File: src/rtl/sdc_pkg.sv
// constants and types shared by the command, refresh and access block
package sdc_pkg;
  localparam int CLK_PERIOD_PS = 5000;
  localparam int TRAS_PS = 45000;
  localparam int TRTP_PS = 7500;
  localparam int TREFI_PS = 7800000;
  // least times round up, the refresh interval is a longest time and rounds down
  localparam int TRAS_CK = (TRAS_PS + CLK_PERIOD_PS - 1) / CLK_PERIOD_PS;
  localparam int TRTP_CK = (TRTP_PS + CLK_PERIOD_PS - 1) / CLK_PERIOD_PS;
  localparam int TREFI_CK = TREFI_PS / CLK_PERIOD_PS;

  localparam int BANKS = 8;
  localparam int COL_W = 10;
  localparam int ROW_W = 14;
  localparam int AP_W = 6;
  localparam int HIST_DEPTH = 16;
  localparam int TMR_W = 12;

  localparam logic [3:0] OFS_CFG = 4'h0;
  localparam logic [3:0] OFS_STATUS = 4'h4;
  localparam logic [3:0] OFS_REFROW = 4'h8;
  localparam logic [3:0] OFS_REFCNT = 4'hc;

  localparam int CFG_CL_LSB = 0;
  localparam int CFG_AL_LSB = 4;
  localparam int CFG_BL8_BIT = 8;
  localparam int CFG_ILV_BIT = 9;
  localparam int CFG_WR_LSB = 12;
  localparam int ST_SREF_BIT = 8;
  localparam int ST_DLL_BIT = 9;
  localparam int ST_CLK_BIT = 10;

  localparam logic [2:0] CL_RST = 3'h3;
  localparam logic [2:0] AL_RST = 3'h0;
  localparam logic [2:0] AL_MAX = 3'h6;
  localparam logic [3:0] WR_RST = 4'h3;
  localparam logic BL8_RST = 1'b0;
  localparam logic ILV_RST = 1'b0;

  // {ras_n, cas_n, we_n}
  typedef enum logic [2:0] {
    CMD_MRS = 3'h0,
    CMD_REF = 3'h1,
    CMD_PRE = 3'h2,
    CMD_ACT = 3'h3,
    CMD_WR = 3'h4,
    CMD_RD = 3'h5,
    CMD_UND = 3'h6,
    CMD_NOP = 3'h7
  } sdc_cmd_type;

  typedef enum logic [1:0] {
    PWR_ACTIVE = 2'h0,
    PWR_SREF = 2'h1
  } sdc_pwr_type;
endpackage

File: src/rtl/sdc_ap_timer.sv
// per-bank auto-precharge countdown gated by the row active time
`timescale 1ns/100ps
module sdc_ap_timer (
  input wire logic clk,
  input wire logic nrst,
  input wire logic ce,
  input wire logic load,
  input wire logic [sdc_pkg::AP_W-1:0] load_val,
  input wire logic activate,
  input wire logic clear,
  output logic fire
);
  logic [sdc_pkg::AP_W-1:0] cnt_q, cnt_d;
  logic [sdc_pkg::AP_W-1:0] ras_q, ras_d;
  logic armed_q, armed_d;
  logic ras_ok;
  logic [sdc_pkg::AP_W-1:0] elapsed_q, need_q;

  assign ras_ok = ras_q >= sdc_pkg::AP_W'(sdc_pkg::TRAS_CK);

  always_comb begin
    ras_d = ras_q;
    if (activate) begin
      ras_d = '0;
    end else if (!ras_ok) begin
      ras_d = ras_q + 1'b1;
    end
    cnt_d = cnt_q;
    armed_d = armed_q;
    if (clear) begin
      armed_d = 1'b0;
    end else if (load) begin
      // counted so that the precharge lands on the edge load_val after the command
      armed_d = 1'b1;
      cnt_d = load_val - 1'b1;
    end else if (armed_q) begin
      if (cnt_q != '0) begin
        cnt_d = cnt_q - 1'b1;
      end else if (ras_ok) begin
        armed_d = 1'b0;
      end
    end
  end

  // [RL1] wait for delay and tras
  assign fire = armed_q && (cnt_q == '0) && ras_ok && !clear && !load;

  always_ff @(posedge clk or negedge nrst) begin
    if (!nrst) begin
      cnt_q <= '0;
      ras_q <= '0;
      armed_q <= 1'b0;
      elapsed_q <= '0;
      need_q <= '0;
    end else if (ce) begin
      cnt_q <= cnt_d;
      ras_q <= ras_d;
      armed_q <= armed_d;
      elapsed_q <= load ? '0 : ((elapsed_q == '1) ? elapsed_q : elapsed_q + 1'b1);
      need_q <= load ? load_val : need_q;
    end
  end
endmodule // sdc_ap_timer

File: src/rtl/sdc_burst_col.sv
// column of a burst beat, kept inside its aligned segment
`timescale 1ns/100ps
module sdc_burst_col (
  input wire logic [sdc_pkg::COL_W-1:0] start_col,
  input wire logic [2:0] idx,
  input wire logic bl8,
  input wire logic interleave,
  output logic [sdc_pkg::COL_W-1:0] col
);
  logic [2:0] low;

  // [RL18] stay within segment
  always_comb begin
    if (interleave) begin
      low = start_col[2:0] ^ idx;
    end else begin
      // sequential order wraps per nibble
      low = {start_col[2] ^ idx[2], 2'(start_col[1:0] + idx[1:0])};
    end
    if (!bl8) begin
      low[2] = start_col[2];
    end
    col = {start_col[sdc_pkg::COL_W-1:3], low};
  end
endmodule // sdc_burst_col

File: src/rtl/sdc_top.sv
// command decode, auto precharge, refresh, self refresh and posted column timing
`timescale 1ns/100ps
// Function
// [RL1] read autoprecharge at AL+BL/2, tRAS/tRTP met
// [RL2] write autoprecharge after burst plus recovery
// [RL3] precharge all closes every bank
// [RL4] enter self refresh, stay while CKE low
// [RL5] internal refresh timer, DLL off then on
// [RL6] self refresh ignores inputs, clock gated
// [RL7] controller turns termination off first
// [RL8] controller may stop clock after entry
// [RL9] controller waits tXSNR after exit
// [RL10] controller sends NOP during tXSNR
// [RL11] controller holds CKE high during tXSRD
// [RL12] controller refreshes once before re-entry
// [RL13] refresh row generated internally, address ignored
// [RL14] controller keeps average refresh within tREFI
// [RL15] refresh leaves banks idle; tRFC by controller
// [RL16] controller posts at most eight refreshes
// [RL17] deselect and NOP do nothing
// [RL18] burst stays inside its aligned segment
// [RL19] controller interrupts only BL8 same kind
// [RL20] controller spaces column commands by tCCD
// [RL21] column command issued internally after AL
// [RL22] read latency AL+CL, write one less
// [RL23] controller sets nonzero AL before tRCD
// [RL24] additive latency zero to six
// [RL25] decode on rising edge with CKE high
module sdc_top (
  input wire logic clk,
  input wire logic nrst,
  input wire logic ce,
  input wire logic cke,
  input wire logic cs_n,
  input wire logic ras_n,
  input wire logic cas_n,
  input wire logic we_n,
  input wire logic [2:0] ba,
  input wire logic [sdc_pkg::ROW_W-1:0] addr,
  input wire logic [3:0] avs_address,
  input wire logic avs_read,
  input wire logic avs_write,
  input wire logic [31:0] avs_writedata,
  input wire logic [3:0] avs_byteenable,
  output logic [31:0] avs_readdata,
  output logic avs_waitrequest,
  output logic [sdc_pkg::BANKS-1:0] bank_open_q,
  output logic self_refresh_q,
  output logic dll_on_q,
  output logic clk_run_q,
  output logic int_rd_q,
  output logic int_wr_q,
  output logic [sdc_pkg::COL_W-1:0] int_col_q,
  output logic rd_data_q,
  output logic wr_data_q,
  output logic [sdc_pkg::COL_W-1:0] beat_col_q,
  output logic [sdc_pkg::ROW_W-1:0] ref_row_q
);
  sdc_pkg::sdc_cmd_type cmd;
  sdc_pkg::sdc_pwr_type pwr_q, pwr_d;
  logic cke_prev_q;
  logic sel, dec_ok, is_act, is_rd, is_wr, is_pre, is_ref, is_sre, pall, pre_one, is_exit;
  logic [2:0] cl_q, cl_d, al_q, al_d;
  logic bl8_q, bl8_d, ilv_q, ilv_d;
  logic [3:0] wrec_q, wrec_d;
  logic [sdc_pkg::BANKS-1:0] bank_d, ap_fire;
  logic [sdc_pkg::AP_W-1:0] bl_half, rd_ap, wr_ap, trtp;
  logic [sdc_pkg::TMR_W-1:0] sr_tmr_q, sr_tmr_d;
  logic [sdc_pkg::ROW_W-1:0] ref_row_d;
  logic [15:0] ref_cnt_q, ref_cnt_d;
  logic [sdc_pkg::HIST_DEPTH-1:0] hv_q, hv_d, hrd_q, hrd_d;
  logic [sdc_pkg::COL_W-1:0] hcol_q [sdc_pkg::HIST_DEPTH];
  logic [sdc_pkg::COL_W-1:0] hcol_d [sdc_pkg::HIST_DEPTH];
  logic [3:0] al_idx, rl_idx, wl_idx;
  logic start_rd, start_wr, act_q, act_d, brd_q, brd_d;
  logic [1:0] left_q, left_d;
  logic [2:0] idx_q, idx_d;
  logic [sdc_pkg::COL_W-1:0] bcol_q, bcol_d, beat_col_d;
  logic wait_d, req, wr_commit;
  logic [31:0] rdata_d, rd_mux;

  assign cmd = sdc_pkg::sdc_cmd_type'({ras_n, cas_n, we_n});

  // [RL6] no command decoded in self refresh; cs_n and the code only matter for exit with cke high
  assign sel = (pwr_q == sdc_pkg::PWR_ACTIVE) && cke_prev_q && !cs_n;
  // [RL25] decode only with cke high
  assign dec_ok = sel && cke;
  // [RL17] deselect, no-op and undefined codes match none of these
  assign is_act = dec_ok && (cmd == sdc_pkg::CMD_ACT);
  assign is_rd = dec_ok && (cmd == sdc_pkg::CMD_RD);
  assign is_wr = dec_ok && (cmd == sdc_pkg::CMD_WR);
  assign is_pre = dec_ok && (cmd == sdc_pkg::CMD_PRE);
  assign is_ref = dec_ok && (cmd == sdc_pkg::CMD_REF);
  // [RL4] self refresh entry samples cke low
  assign is_sre = sel && !cke && (cmd == sdc_pkg::CMD_REF);
  assign pall = is_pre && addr[10];
  assign pre_one = is_pre && !addr[10];
  assign is_exit = cke && (cs_n || (cmd == sdc_pkg::CMD_NOP));

  // [RL4] power state machine
  always_comb begin
    pwr_d = pwr_q;
    case (pwr_q)
      sdc_pkg::PWR_ACTIVE: begin
        if (is_sre) begin
          pwr_d = sdc_pkg::PWR_SREF;
        end
      end
      sdc_pkg::PWR_SREF: begin
        if (is_exit) begin
          pwr_d = sdc_pkg::PWR_ACTIVE;
        end
      end
      default: begin
        pwr_d = sdc_pkg::PWR_ACTIVE;
      end
    endcase
  end

  // [RL5] internal refresh timer while no clock is expected
  always_comb begin
    sr_tmr_d = '0;
    ref_row_d = ref_row_q;
    ref_cnt_d = ref_cnt_q;
    if (pwr_q == sdc_pkg::PWR_SREF) begin
      sr_tmr_d = sr_tmr_q + 1'b1;
      if (sr_tmr_q == sdc_pkg::TMR_W'(sdc_pkg::TREFI_CK - 1)) begin
        sr_tmr_d = '0;
        ref_row_d = ref_row_q + 1'b1;
        ref_cnt_d = ref_cnt_q + 1'b1;
      end
    end else if (is_ref) begin
      // [RL13] row from internal counter
      ref_row_d = ref_row_q + 1'b1;
      ref_cnt_d = ref_cnt_q + 1'b1;
    end
  end

  assign bl_half = bl8_q ? sdc_pkg::AP_W'(4) : sdc_pkg::AP_W'(2);
  assign trtp = sdc_pkg::AP_W'(sdc_pkg::TRTP_CK);
  // [RL1] read delay, at least trtp after internal issue
  assign rd_ap = sdc_pkg::AP_W'(al_q) + ((bl_half > trtp) ? bl_half : trtp);
  // [RL2] write latency plus burst plus recovery
  assign wr_ap = sdc_pkg::AP_W'(al_q) + sdc_pkg::AP_W'(cl_q) - 1'b1 + bl_half + sdc_pkg::AP_W'(wrec_q);

  genvar b;
  generate
    for (b = 0; b < sdc_pkg::BANKS; b++) begin : g_bank
      sdc_ap_timer u_tmr (
        .clk(clk),
        .nrst(nrst),
        .ce(ce),
        .load((is_rd || is_wr) && addr[10] && (ba == 3'(b))),
        .load_val(is_rd ? rd_ap : wr_ap),
        .activate(is_act && (ba == 3'(b))),
        .clear(pall || is_ref || (pre_one && (ba == 3'(b)))),
        .fire(ap_fire[b])
      );
    end
  endgenerate

  always_comb begin
    bank_d = bank_open_q & ~ap_fire;
    // [RL3] precharge all, [RL15] refresh leaves banks idle
    if (pall || is_ref) begin
      bank_d = '0;
    end
    if (pre_one) begin
      bank_d[ba] = 1'b0;
    end
    if (is_act) begin
      bank_d[ba] = 1'b1;
    end
  end

  // [RL21] column commands held in a history line until issue
  always_comb begin
    hv_d = {hv_q[sdc_pkg::HIST_DEPTH-2:0], is_rd || is_wr};
    hrd_d = {hrd_q[sdc_pkg::HIST_DEPTH-2:0], is_rd};
    hcol_d[0] = addr[sdc_pkg::COL_W-1:0];
    for (int i = 1; i < sdc_pkg::HIST_DEPTH; i++) begin
      hcol_d[i] = hcol_q[i-1];
    end
  end

  assign al_idx = {1'b0, al_q};
  // [RL22] read latency al plus cl, write one less
  assign rl_idx = {1'b0, al_q} + {1'b0, cl_q};
  assign wl_idx = rl_idx - 1'b1;
  assign start_rd = hv_q[rl_idx] && hrd_q[rl_idx];
  assign start_wr = hv_q[wl_idx] && !hrd_q[wl_idx];

  // two beats per clock; a new start simply restarts the burst
  always_comb begin
    act_d = act_q;
    brd_d = brd_q;
    left_d = left_q;
    idx_d = idx_q;
    bcol_d = bcol_q;
    if (start_rd || start_wr) begin
      act_d = 1'b1;
      brd_d = start_rd;
      left_d = bl8_q ? 2'h3 : 2'h1;
      idx_d = 3'h0;
      bcol_d = start_rd ? hcol_q[rl_idx] : hcol_q[wl_idx];
    end else if (act_q) begin
      idx_d = idx_q + 3'h2;
      if (left_q == 2'h0) begin
        act_d = 1'b0;
      end else begin
        left_d = left_q - 1'b1;
      end
    end
  end

  sdc_burst_col u_col (
    .start_col(bcol_d),
    .idx(idx_d),
    .bl8(bl8_q),
    .interleave(ilv_q),
    .col(beat_col_d)
  );

  // register slave: one wait cycle then a single-cycle answer
  assign req = avs_read || avs_write;
  assign wait_d = !(req && avs_waitrequest);
  assign wr_commit = avs_write && !avs_waitrequest;

  always_comb begin
    if (avs_address == sdc_pkg::OFS_CFG) begin
      rd_mux = '0;
      rd_mux[sdc_pkg::CFG_CL_LSB +: 3] = cl_q;
      rd_mux[sdc_pkg::CFG_AL_LSB +: 3] = al_q;
      rd_mux[sdc_pkg::CFG_BL8_BIT] = bl8_q;
      rd_mux[sdc_pkg::CFG_ILV_BIT] = ilv_q;
      rd_mux[sdc_pkg::CFG_WR_LSB +: 4] = wrec_q;
    end else if (avs_address == sdc_pkg::OFS_STATUS) begin
      rd_mux = '0;
      rd_mux[sdc_pkg::BANKS-1:0] = bank_open_q;
      rd_mux[sdc_pkg::ST_SREF_BIT] = self_refresh_q;
      rd_mux[sdc_pkg::ST_DLL_BIT] = dll_on_q;
      rd_mux[sdc_pkg::ST_CLK_BIT] = clk_run_q;
    end else if (avs_address == sdc_pkg::OFS_REFROW) begin
      rd_mux = {18'h0, ref_row_q};
    end else if (avs_address == sdc_pkg::OFS_REFCNT) begin
      rd_mux = {16'h0, ref_cnt_q};
    end else begin
      rd_mux = '0;
    end
    rdata_d = (avs_read && avs_waitrequest) ? rd_mux : avs_readdata;
  end

  // config changes take hold for later commands; bursts in flight see new values
  always_comb begin
    cl_d = cl_q;
    al_d = al_q;
    bl8_d = bl8_q;
    ilv_d = ilv_q;
    wrec_d = wrec_q;
    if (wr_commit && (avs_address == sdc_pkg::OFS_CFG)) begin
      if (avs_byteenable[0]) begin
        cl_d = avs_writedata[sdc_pkg::CFG_CL_LSB +: 3];
        // [RL24] additive latency limited to six
        al_d = (avs_writedata[sdc_pkg::CFG_AL_LSB +: 3] > sdc_pkg::AL_MAX) ? sdc_pkg::AL_MAX :
          avs_writedata[sdc_pkg::CFG_AL_LSB +: 3];
      end
      if (avs_byteenable[1]) begin
        bl8_d = avs_writedata[sdc_pkg::CFG_BL8_BIT];
        ilv_d = avs_writedata[sdc_pkg::CFG_ILV_BIT];
        wrec_d = avs_writedata[sdc_pkg::CFG_WR_LSB +: 4];
      end
    end
  end

  always_ff @(posedge clk or negedge nrst) begin
    if (!nrst) begin
      pwr_q <= sdc_pkg::PWR_ACTIVE;
      cke_prev_q <= 1'b0;
      self_refresh_q <= 1'b0;
      dll_on_q <= 1'b1;
      clk_run_q <= 1'b1;
      sr_tmr_q <= '0;
      ref_row_q <= '0;
      ref_cnt_q <= '0;
      bank_open_q <= '0;
      hv_q <= '0;
      hrd_q <= '0;
      for (int i = 0; i < sdc_pkg::HIST_DEPTH; i++) begin
        hcol_q[i] <= '0;
      end
      int_rd_q <= 1'b0;
      int_wr_q <= 1'b0;
      int_col_q <= '0;
      act_q <= 1'b0;
      brd_q <= 1'b0;
      left_q <= '0;
      idx_q <= '0;
      bcol_q <= '0;
      rd_data_q <= 1'b0;
      wr_data_q <= 1'b0;
      beat_col_q <= '0;
      cl_q <= sdc_pkg::CL_RST;
      al_q <= sdc_pkg::AL_RST;
      bl8_q <= sdc_pkg::BL8_RST;
      ilv_q <= sdc_pkg::ILV_RST;
      wrec_q <= sdc_pkg::WR_RST;
      avs_waitrequest <= 1'b1;
      avs_readdata <= '0;
    end else if (ce) begin
      pwr_q <= pwr_d;
      cke_prev_q <= cke;
      // [RL5] dll and clock follow the power state
      self_refresh_q <= (pwr_d == sdc_pkg::PWR_SREF);
      dll_on_q <= (pwr_d != sdc_pkg::PWR_SREF);
      clk_run_q <= (pwr_d != sdc_pkg::PWR_SREF);
      sr_tmr_q <= sr_tmr_d;
      ref_row_q <= ref_row_d;
      ref_cnt_q <= ref_cnt_d;
      bank_open_q <= bank_d;
      hv_q <= hv_d;
      hrd_q <= hrd_d;
      hcol_q <= hcol_d;
      // [RL21] issue after the additive latency
      int_rd_q <= hv_q[al_idx] && hrd_q[al_idx];
      int_wr_q <= hv_q[al_idx] && !hrd_q[al_idx];
      int_col_q <= hcol_q[al_idx];
      act_q <= act_d;
      brd_q <= brd_d;
      left_q <= left_d;
      idx_q <= idx_d;
      bcol_q <= bcol_d;
      rd_data_q <= act_d && brd_d;
      wr_data_q <= act_d && !brd_d;
      beat_col_q <= beat_col_d;
      cl_q <= cl_d;
      al_q <= al_d;
      bl8_q <= bl8_d;
      ilv_q <= ilv_d;
      wrec_q <= wrec_d;
      avs_waitrequest <= wait_d;
      avs_readdata <= rdata_d;
    end
  end

  // helper: cycles since the last column command and the gap before it
  logic [4:0] since_q, gap_q;
  always_ff @(posedge clk or negedge nrst) begin
    if (!nrst) begin
      since_q <= '1;
      gap_q <= '0;
    end else if (ce) begin
      since_q <= (is_rd || is_wr) ? '0 : ((since_q == '1) ? since_q : since_q + 1'b1);
      gap_q <= (is_rd || is_wr) ? since_q : gap_q;
    end
  end
endmodule // sdc_top

File: config.mk
export PLATFORM = sky130hd
export DESIGN_NAME = sdc_top
export DESIGN_NICKNAME = d
export VERILOG_FILES = /design/src/rtl/sdc_pkg.sv /design/src/rtl/sdc_ap_timer.sv /design/src/rtl/sdc_burst_col.sv /design/src/rtl/sdc_top.sv
export SDC_FILE = /design/constraint.sdc
export NUM_CORES = 1
export LEC_CHECK = 0
export BUFFER_PORTS_ARGS = -buffer_cell sky130_fd_sc_hd__buf_2
export CAP_MARGIN = 20
export CELL_PAD_IN_SITES_DETAIL_PLACEMENT = 1
export CELL_PAD_IN_SITES_GLOBAL_PLACEMENT = 1
export CORE_MARGIN = 3
export CORE_UTILIZATION = 51
export CTS_BUF_LIST = sky130_fd_sc_hd__clkbuf_4
export CTS_CLUSTER_DIAMETER = 100
export DETAILED_ROUTE_END_ITERATION = 8
export PLACE_DENSITY = 0.89
export SYNTH_ARGS = -nofsm -noshare
export SYNTH_HDL_FRONTEND = slang
export SYNTH_SLANG_ARGS = --single-unit
File: constraint.sdc
create_clock -name clk -period 5.25 [get_ports clk]
set_input_delay 1.05 -clock clk [delete_from_list [all_inputs] [get_ports clk]]
set_output_delay 1.05 -clock clk [all_outputs]
set_load 0.005 [all_outputs]
# [Word-level counts from Yosys, hierarchy flattened]
# Index checks and enable logic that the tools add are counted.
[word_totals] inputBits=67 output_inout_bits=82 register_bits=437 elab_cells=480
[op_classes] n_reduce_logical=177 muxes=139 n_eq_ne=30 n_addsub=30 bitwise_logic=18 magnitude_cmp=18
[ops] cell="two-way mux 6 bit" n=41
[ops] cell="binary-select mux 10 bit (select 4 bit)" n=3
[ops] cell="two-way mux 16 bit" n=7
[ops] cell="logical AND 1 bit" n=81
[ops] cell="two-way mux 10 bit" n=8
[ops] cell="subtractor 6 x 1 -> 6 bit (second input constant)" n=9
[ops] cell="two-way mux 1 bit" n=52
[ops] cell="adder 6 x 1 -> 6 bit (second input constant)" n=8
[ops] cell="greater-or-equal comparator 6 x 4 -> 1 bit (second input constant)" n=8
[ops] cell="zero test 6 bit" n=8
[ops] cell="nonzero test 6 bit" n=8
[ops] cell="two-way mux 14 bit" n=3
[ops] cell="nonzero test 2 bit" n=18
[ops] cell="AND reduction 4 bit" n=8
[ops] cell="zero test 1 bit" n=24
[ops] cell="two-way mux 12 bit" n=2
[ops] cell="two-way mux 8 bit" n=3
[ops] cell="equality test 3 bit (second input constant)" n=7
[ops] cell="inequality test 2 x 1 -> 1 bit (second input constant)" n=10
[ops] cell="two-way mux 3 bit" n=6
[ops] cell="AND reduction 2 bit" n=9
[ops] cell="adder 16 x 1 -> 16 bit (second input constant)" n=1
[ops] cell="bitwise AND 8 bit" n=2
[ops] cell="binary-select mux 1 bit (select 4 bit)" n=4
[ops] cell="other kinds (40)" n=82

# [Longest topological paths before layout]
# Gate-level depths: netlist of the first run.
[depth] word_depth=18 ltp_mapped=20 ltp_nobuf=17

# [Hierarchy]
# From an unflattened synthesis of the first run, not the netlist that was laid out.
[hier_totals] hier_cells=2077 hier_area_um2=24083.1
[by_module_without_submodules] mod="sdc_top" seq_area_each_um2=7940.1 cells_per_inst=1351 area_per_inst_um2=17301.6 n_inst=1
[by_module_without_submodules] mod="sdc_ap_timer" seq_area_each_um2=325.3 cells_per_inst=89 area_per_inst_um2=834.6 n_inst=8
[by_module_without_submodules] mod="sdc_burst_col" seq_area_each_um2=0.0 cells_per_inst=14 area_per_inst_um2=105.1 n_inst=1

# [Worst setup path before layout of the first run]
# OpenSTA, ideal clock, no wires.
[synth_timing] path_type="reg-to-reg" from="register al_q[1]" to="register g_bank[6].u_tmr.cnt_q[5] (netlist bit)" stages_incl_launch_ff=17 t_required_ns=5.171 period_less_slack_ns=4.646 setup_ns=0.079 n_path_buf=2 slack_ns=0.604 arrival_ns=4.566 path_cell_list="dfrtp_1 clkbuf_1 clkbuf_1 inv_1 ha_1 inv_1 ha_1 fa_1 fa_1 inv_1 fa_1 nor3b_1 nand2b_1 a211o_1 a31oi_1 o21ai_0 a2bb2oi_1"
[synth_via] elab_chain_cells=7 word_cells_on_any_way=8 cone_classes="6 x add/sub; 2 x mux"
[synth_lines] item="start: declaration" line="sdc_top.sv:63" source="logic [2:0] cl_q, cl_d, al_q, al_d;"
[synth_lines] item="start signal: assignment" line="sdc_top.sv:303" source="al_q <= sdc_pkg::AL_RST;"
[synth_lines] item="start signal: assignment" line="sdc_top.sv:336" source="al_q <= al_d;"
[synth_lines] item="adder 3 x 3 -> 4 bit" line="sdc_top.sv:144" source="assign wr_ap = sdc_pkg::AP_W'(al_q) + sdc_pkg::AP_W'(cl_q) - 1'b1 + bl_half + sdc_pkg::AP_W'(wrec_q);"
[synth_lines] item="subtractor 4 x 1 -> 5 bit" line="sdc_top.sv:144"
[synth_lines] item="adder 5 x 4 -> 6 bit" line="sdc_top.sv:144"
[synth_lines] item="adder 6 x 4 -> 6 bit" line="sdc_top.sv:144"
[synth_lines] item="two-way mux 6 bit *" line="sdc_top.sv:154" source=".load_val(is_rd ? rd_ap : wr_ap),"
[synth_lines] item="subtractor 6 x 1 -> 6 bit *" line="sdc_ap_timer.sv:35" source="cnt_d = load_val - 1'b1;"
[synth_lines] item="two-way mux 6 bit *" line="sdc_ap_timer.sv:32" source="end else if (load) begin"
[synth_lines] item="end signal: assignment" line="sdc_ap_timer.sv:56" source="cnt_q <= cnt_d;"
[synth_lines] item="end: declaration" line="sdc_ap_timer.sv:13" source="logic [sdc_pkg::AP_W-1:0] cnt_q, cnt_d;"
# Mark *: on every way between the ends. The rest lies on a longest branch, timed or not.
# A chain may end at the register's enable or synchronous reset.

# [Worst setup path in the final report of the first run]
[layout_timing] from="register cl_q[0]" to="register beat_col_q[1] (netlist bit)"
[layout_via] elab_chain_cells=10 word_cells_on_any_way=28 cone_classes="3 x add/sub; 18 x mux; 3 x bitwise; 4 x reduce/logical"
[layout_lines] item="start: declaration" line="sdc_top.sv:63"
[layout_lines] item="start signal: assignment" line="sdc_top.sv:302" source="cl_q <= sdc_pkg::CL_RST;"
[layout_lines] item="start signal: assignment" line="sdc_top.sv:335" source="cl_q <= cl_d;"
[layout_lines] item="adder 3 x 3 -> 4 bit *" line="sdc_top.sv:188" source="assign rl_idx = {1'b0, al_q} + {1'b0, cl_q};"
[layout_lines] item="subtractor 4 x 1 -> 4 bit" line="sdc_top.sv:189" source="assign wl_idx = rl_idx - 1'b1;"
[layout_lines] item="NOT 4 -> 5 bit (not written as such) or binary-select mux 1 bit (select 4 bit) (tied branches)" line="sdc_top.sv:205, sdc_top.sv:191"
[layout_lines] item="binary-select mux 10 bit (select 4 bit) or two-way mux 1 bit (tied branches)" line="sdc_top.sv:205, sdc_top.sv:191"
[layout_lines] item="two-way mux 10 bit (not written as such) or zero test 1 bit (tied branches)" line="sdc_top.sv:205, sdc_top.sv:191"
[layout_lines] item="two-way mux 10 bit (not written as such) or logical AND 1 bit (tied branches)" line="sdc_top.sv:205, sdc_top.sv:191"
[layout_lines] item="two-way mux 10 bit or logical OR 1 bit (tied branches)" line="sdc_top.sv:205, sdc_top.sv:200"
[layout_lines] item="two-way mux 10 bit *" line="sdc_top.sv:200" source="if (start_rd || start_wr) begin"
[layout_lines] item="net bcol_d, one bit" line="sdc_top.sv:78" source="logic [sdc_pkg::COL_W-1:0] bcol_q, bcol_d, beat_col_d;"
[layout_lines] item="adder 2 bit *" line="sdc_burst_col.sv:18" source="low = {start_col[2] ^ idx[2], 2'(start_col[1:0] + idx[1:0])};"
[layout_lines] item="two-way mux 3 bit *" line="sdc_burst_col.sv:14" source="if (interleave) begin"
[layout_lines] item="end signal: assignment" line="sdc_top.sv:334" source="beat_col_q <= beat_col_d;"
[layout_lines] item="end: declaration" line="sdc_top.sv:56" source="output logic [sdc_pkg::COL_W-1:0] beat_col_q,"
# The timed path passes the listed nets; every way through them passes the cells marked *. The select of a mux whose other input is x is not followed.

==> results of run 1 <==
cells in the final DEF (no fill, tap or decap), drive strengths merged, types with 65 or more instances in the layout:
cell and instances:
o21ai 165, nand2 187, clkbuf 168, nor2 147
mux2 222, mux4 126, nand3 65, buf 136
inv 74, a21oi 81, dfrtp 408
final cells by class:
class                      instances  area (um2)
clock buffer                     168        1260
sequential                       414       10400
fill                            4728       18900
clock inverter                    30         166
antenna                            4        10.0
inverter                          73         274
timing repair buffer             136         823
multi-input combinational       1428       12000
tap                              592         741
cells by family after synthesis:
| family | Yosys count | synth area share (%) |
|---|---|---|
| XOR/XNOR | 54 | 2.24 |
| multiplexers | 372 | 24.6 |
| other | 1 | 0.0162 |
| buffers and inverters | 204 | 3.88 |
| flip-flops | 414 | 44.7 |
| adder cells (fa/ha/maj) | 67 | 3.81 |
| AND/OR/NAND/NOR | 543 | 10.9 |
| AO/OA/AOI/OAI | 376 | 9.81 |
per-stage QoR:
step / utilization (%) / cell area (um2) / worst slack (ns) / hold slack (ns)
finish: 57.6 / 25600 / 0.487 / 0.133
global route: 57.6 / 25600 / 0.332 / 0.125
detailed placement: 54.4 / 24200 / 0.614 / 0.461
global placement: 54.4 / 24200 / 0.787 / 0.460
CTS: 57.6 / 25600 / 0.564 / 0.0911
floorplan: - / 23200 / 0.604 / 0.442
metal layers:
layer / global-route usage, % / routed length, um / vias up
met5: 0 / 0 / -
met3: 5.73 / 3920 / 208
met1: 35.9 / 27200 / 9250
met4: 12.3 / 2660 / 0
met2: 50.4 / 35200 / 663
li1: - / - / 7701
sequential cells by signal, summed over array words and instances, names as in the netlist, 8 cells and up:
register              flops
hcol_q                   10
g_bank.u_tmr.cnt_q       48
sr_tmr_q                 12
g_bank.u_tmr.armed_q      8
g_bank.u_tmr.ras_q       48
hrd_q                    16
ref_row_q                14
int_col_q                10
hcol_d                  150
beat_col_q               10
avs_readdata             16
hv_q                     16
bank_open_q               8
ref_cnt_q                16
final timing paths:
path / from / endpoint / slack [ns] / cells past startpoint
worst min-delay path: nrst / ref_row_q[13] / 0.13 / 1
worst max-delay path: cl_q[0] / beat_col_q[1] / 0.49 / 16
max in group asynchronous: nrst / al_q[0] / 3.86 / 2
min in group clk: addr[9] / hcol_d[149] / 0.35 / 2
worst max register to register: cl_q[0] / beat_col_q[1] / 0.49 / 16
worst min register to register: ref_cnt_q[15] / ref_cnt_q[15] / 0.47 / 1
power by group through the flow:
| stage | clock, W | combinational (W) | sequential, W |
|---|---|---|---|
| 6_report | 0.00298 | 0.00383 | 0.00489 |
| 3_5_place_dp | 0 | 0.00376 | 0.00487 |
| 5_1_grt | 0.00324 | 0.00414 | 0.00499 |
| 4_1_cts | 0.00305 | 0.00384 | 0.00487 |
| 2_1_floorplan | 0 | 0.00271 | 0.00452 |
| 3_3_place_gp | 0 | 0.00345 | 0.00472 |
worst reg2reg max path: cells and delay by family (launching register included):
family,cells,cell delay (ns)
compound gates,4,0.86
mux,3,0.99
flops,1,0.56
buf+inv,3,0.39
simple gates,2,0.38
fa+ha+maj,4,1.57
==> impl_metrics.toml, run 1 <==
[cts]
postCtsHoldBufs = 0
cts.sinks = 414
cts_resized = 0
post_cts_buffers = 0
cts.path.max_buffers = 3
clk_pin_slew_ns = 0.07
cts_buffers = 109
htreeDepth = 3
insertion_delay_ns = 0.93
clock-root-buffer = "clkbuf_4"
cts_tree = "done"

[synthesis]
yosysMostFrequentCell = "dfrtp_1"
synth_area_mm2 = 0.0232
synthTopCellsByArea = "dfrtp_1 44%, mux2_2 10%, mux4_2 9.8%"
ys_warn_count = 0
synthTopCellsByCount = "408 x dfrtp_1, 214 x mux2_2, 187 x nand2_1"
synth.avg_cell_area_um2 = 11.4
ys_ff_latch = 414
synth_top_area_share_pct = 44.1
synth_edf_count = 0
async_flop_share_pct = 100
synthFlopType = "dfrtp_1"
yosys.cell_types.count = 70
synth.largest_area_cell = "dfrtp_1"
ys_seq_area_share_pct = 44.7
synth_cells = 2031

[grt]
grt_pass1_wl_um = 110000
grt_pass1_vias = 19500
grt_max_degree = 201
grt_usage_pct = 29.2
antenna_found_initial = 3
gr-total-overflow = 0

[floorplanning]
die_area_mm2 = 0.0480
fp.dieH_um = 219
row_count = 77
boundaryPins = 149
start_util_pct = 52.1
die_x_um = 219
core_area_mm2 = 0.0445

[critical_path]
crit_arrival_ns = 5.63
cp_num_buf_inv = 3
path_cells = "ha_1 > inv_1 > fa_2 > ha_1 > buf_4 > o32a_1 > mux4_1 > mux2_4 > mux2i_1 > o21ai_0 > ha_1 > inv_1 > nor3_1 > o2111ai_1 > o31a_1 > nand3_1"
cp_data_required_time_ns = 6.11
cp_top_family = "adder cells"
startpoint_type = "register"
crit_fanout = 24
critPathKind = "reg2reg"
critPathCaptureType = "register"
cpPeakStageDelay_ns = 0.82
crit_slowest_cell = "fa_2"
cp_common_cell = "ha_1"

[cells_and_area]
drive_gt1_share_pct = 29.9
area_growth_syn_to_layout_pct = 10.6
final_cells = 2845
num-nets-final = 2296

[pwr]
p_sw_w = 0.00430
power_frac_clock_pct = 25.4
power-per-cell-area_mw_per_mm2 = 457
internal_power_w = 0.00741
power.share.sequential_pct = 41.8
swShare_pct = 36.7
pwr-share-comb_pct = 32.7
peakVddDrop_v = 0.000298
total_leakage_power_nw = 11.4
total_power_w = 0.0117

[timing]
tns_ns = 0
period_needed_ns = 4.76
rsz0062_at_grt = "false"
slew_viol_final = 0
finalHoldViolCount = 0
finalCritPeriodShare_pct = 90.7
setup_viol = 0
max_freq_mhz = 210
worst_pin_slew_ns = 1.10
max-slew-margin-rel_pct = 26.7
finClkSkew_ns = 0.111

[routing]
totalWireLength_um = 69000
drtPass1Iterations = 5
ant_nets = 0
wl_per_cell_um = 24.3
via_per_inst = 6.26
drc = 0
drt_iter0_drc = 1344
vias = 17800

[placed_design]
dp_hpwl_um = 44000
dp.cells = 2643
port_buffers = 107
gp_congestion = 0.826

[min_path]
hp-class = "in2async"

[run_status]
status = "finished, final reports clean"

[flow_run]
maxCapViolations = 0
No activity file was read; power rests on OpenSTA's default activity.
==> inputs of run 2 (changes only) <==
--- a/config.mk
+++ b/config.mk
@@ -5,16 +5,18 @@
 export SDC_FILE = /design/constraint.sdc
 export NUM_CORES = 1
 export LEC_CHECK = 0
+export ABC_AREA = 1
 export BUFFER_PORTS_ARGS = -buffer_cell sky130_fd_sc_hd__buf_2
 export CAP_MARGIN = 20
 export CELL_PAD_IN_SITES_DETAIL_PLACEMENT = 1
 export CELL_PAD_IN_SITES_GLOBAL_PLACEMENT = 1
 export CORE_MARGIN = 3
-export CORE_UTILIZATION = 51
+export CORE_UTILIZATION = 47
 export CTS_BUF_LIST = sky130_fd_sc_hd__clkbuf_4
 export CTS_CLUSTER_DIAMETER = 100
 export DETAILED_ROUTE_END_ITERATION = 8
-export PLACE_DENSITY = 0.89
+export PLACE_DENSITY_LB_ADDON = 0.15
+export SLEW_MARGIN = 25
 export SYNTH_ARGS = -nofsm -noshare
 export SYNTH_HDL_FRONTEND = slang
 export SYNTH_SLANG_ARGS = --single-unit
==> run 2 against run 1 <==
  * Count of clock-buffer cells in the layout grew 8
  * Clock power up 3%
  * Non-clock buffer count is 10 higher
  * First-iteration DRC count up 1.1%
  * Fmax up 5.2%
  * Power is 19% higher
  * Highest routed layer unchanged
  * Register-to-register slack better by 0.24 ns
  * Sequential power shrank 9.8%
  * Synthesized cell count is 61% higher
  * Core utilization shrank 5.0 points
==> impl_metrics.toml, run 2 <==
[critical_path]
cp_top_family = "simple AND/OR/NAND/NOR gates"
cp_data_required_time_ns = 6.03
crit_slowest_cell = "buf_12"
crit_fanout = 273
critPathCaptureType = "register"
critPathKind = "reg2reg"
cp_common_cell = "nand2_1"
startpoint_type = "register"
path_cells = "buf_4 > inv_2 > ha_4 > buf_12 > nand2_1 > nand3_1 > nand3_1 > nand3_1 > nand2_1 > inv_1 > nand2_1 > nand2_4 > inv_2 > o21ai_0 > ha_1 > nand2_1 > inv_1 > nand4_1 > nand2_1 > nand2_1 > nand3_1 > nand2_1"
cp_num_buf_inv = 6
crit_arrival_ns = 5.31
cpPeakStageDelay_ns = 0.69

[placed_design]
placed_area_mm2 = 0.0250
dp.cells = 3913
gp_congestion = 0.853
port_buffers = 107
dp_hpwl_um = 51400

[cts]
clock-root-buffer = "clkbuf_4"
insertion_delay_ns = 0.91
htreeDepth = 3
cts.sinks = 414
cts_tree = "done"
cts_buffers = 117
cts_resized = 0
cts.path.max_buffers = 3
postCtsHoldBufs = 0
post_cts_buffers = 0
clk_pin_slew_ns = 0.07

[routing]
via_per_inst = 5.58
vias = 23100
ant_nets = 0
drtPass1Iterations = 5
totalWireLength_um = 78200
drt_iter0_drc = 1359
drc = 0
wl_per_cell_um = 19.0

[timing]
period_needed_ns = 4.53
worst_pin_slew_ns = 1.09
max-slew-margin-rel_pct = 27.6
finClkSkew_ns = 0.0643
finalHoldViolCount = 0
setup_viol = 0
slew_viol_final = 0
finalCritPeriodShare_pct = 86.2
rsz0062_at_grt = "false"
tns_ns = 0
max_freq_mhz = 221

[cells_and_area]
num-nets-final = 3494
final_cells = 4129
largest_reg_flops = 150
final_util_pct = 52.6
design_area_mm2 = 0.0265
layout_common_cells = "723 x nand2_1, 536 x o21ai_0, 408 x dfrtp_1, 395 x inv_1, 279 x nand3_1"
drive_gt1_share_pct = 10.4
area_growth_syn_to_layout_pct = 10.3
layout_commonest_cell = "nand2_1"

[floorplanning]
row_count = 82
fp.dieH_um = 232
start_util_pct = 47.7
core_area_mm2 = 0.0504
die_x_um = 232
boundaryPins = 149
die_area_mm2 = 0.0539

[synthesis]
synth_area_mm2 = 0.0240
synth.avg_cell_area_um2 = 7.35
synthTopCellsByCount = "723 x nand2_1, 536 x o21ai_0, 408 x dfrtp_1"
yosysMostFrequentCell = "nand2_1"
async_flop_share_pct = 100
synth_cells = 3267
ys_warn_count = 0
yosys.cell_types.count = 52
synthTopCellsByArea = "dfrtp_1 42%, nand2_1 11%, o21ai_0 11%"
synthFlopType = "dfrtp_1"
ys_seq_area_share_pct = 43.2
synth_top_area_share_pct = 42.5
synth_edf_count = 0
synth.largest_area_cell = "dfrtp_1"
ys_ff_latch = 414

[grt]
antenna_found_initial = 3
grt_pass1_vias = 24300
gr-total-overflow = 0
grt_max_degree = 274
grt_pass1_wl_um = 126000
grt_usage_pct = 29.1

[run_status]
status = "finished, final reports clean"

[min_path]
hp-class = "in2async"

[flow_run]
maxCapViolations = 0

[pwr]
power-per-cell-area_mw_per_mm2 = 524
total_leakage_power_nw = 12.9
peakVddDrop_v = 0.000308
[run 2: layout make-up]
cell class                      instances  area [um2]
Clock inverter                         34         180
Tap cell                              672         841
Antenna cell                            6        15.0
Fill cell                            6554       23900
Inverter                              406        1530
Sequential cell                       414       10400
Clock buffer                          176        1320
Multi-Input combinational cell       2275       11300
Timing Repair Buffer                  146         911
[run 2: worst paths after layout]
kind | slack (ns) | end | cells past startpoint | start
min reg2reg | 0.46 | hv_q[14] | 2 | hv_q[13]
min in group clk | 0.38 | hcol_d[149] | 3 | addr[9]
min | 0.08 | g_bank[4].u_tmr.ras_q[0] | 1 | nrst
max reg2reg | 0.72 | beat_col_q[1] | 22 | al_q[0]
max | 0.72 | beat_col_q[1] | 22 | al_q[0]
max in group asynchronous | 3.95 | ref_cnt_q[13] | 2 | nrst
[run 2: through the flow]
step,setup slack [ns],power [W],hold WS (ns)
finish,0.723,0.0139,0.0788
global route,0.501,0.0150,0.0176
detailed placement,0.868,0.0108,0.459
CTS,0.876,0.0140,0.0162
global placement,1.01,0.0105,0.451
floorplan,0.545,0.00855,0.437
[run 2: logic make-up after synthesis]
kind of cell	share of synthesized area [%]
other	0.0156
adder cells (fa/ha/maj)	3.68
multiplexers	0.0885
XOR/XNOR	2.26
flip-flops	43.2
AND/OR/NAND/NOR	22.2
AO/OA/AOI/OAI	18.6
buffers and inverters	9.97
[run 2: metal layers]
layer / up-vias / share of wire [%] / global-route usage (%)
met5: - / 0 / 0
met4: 0 / 3.3 / 10.9
met3: 176 / 4.6 / 4.49
met2: 508 / 49 / 50.8
met1: 11500 / 43 / 36.5
li1: 10900 / - / -
[run 2: where the power goes]
group          internal [W]  switching (W)
Combinational       0.00202        0.00438
Sequential          0.00385       0.000557
Clock               0.00161        0.00146
Total               0.00748        0.00640
[run 2: worst reg2reg max path: cells and delay by family (launching register included)]
kind	cells	cell delay, ns
and+or+nand+nor	13	1.79
DFF	1	0.35
AOI/OAI and AO/OA	1	0.18
buffers and inverters	6	1.61
adders and majority gates	2	0.49
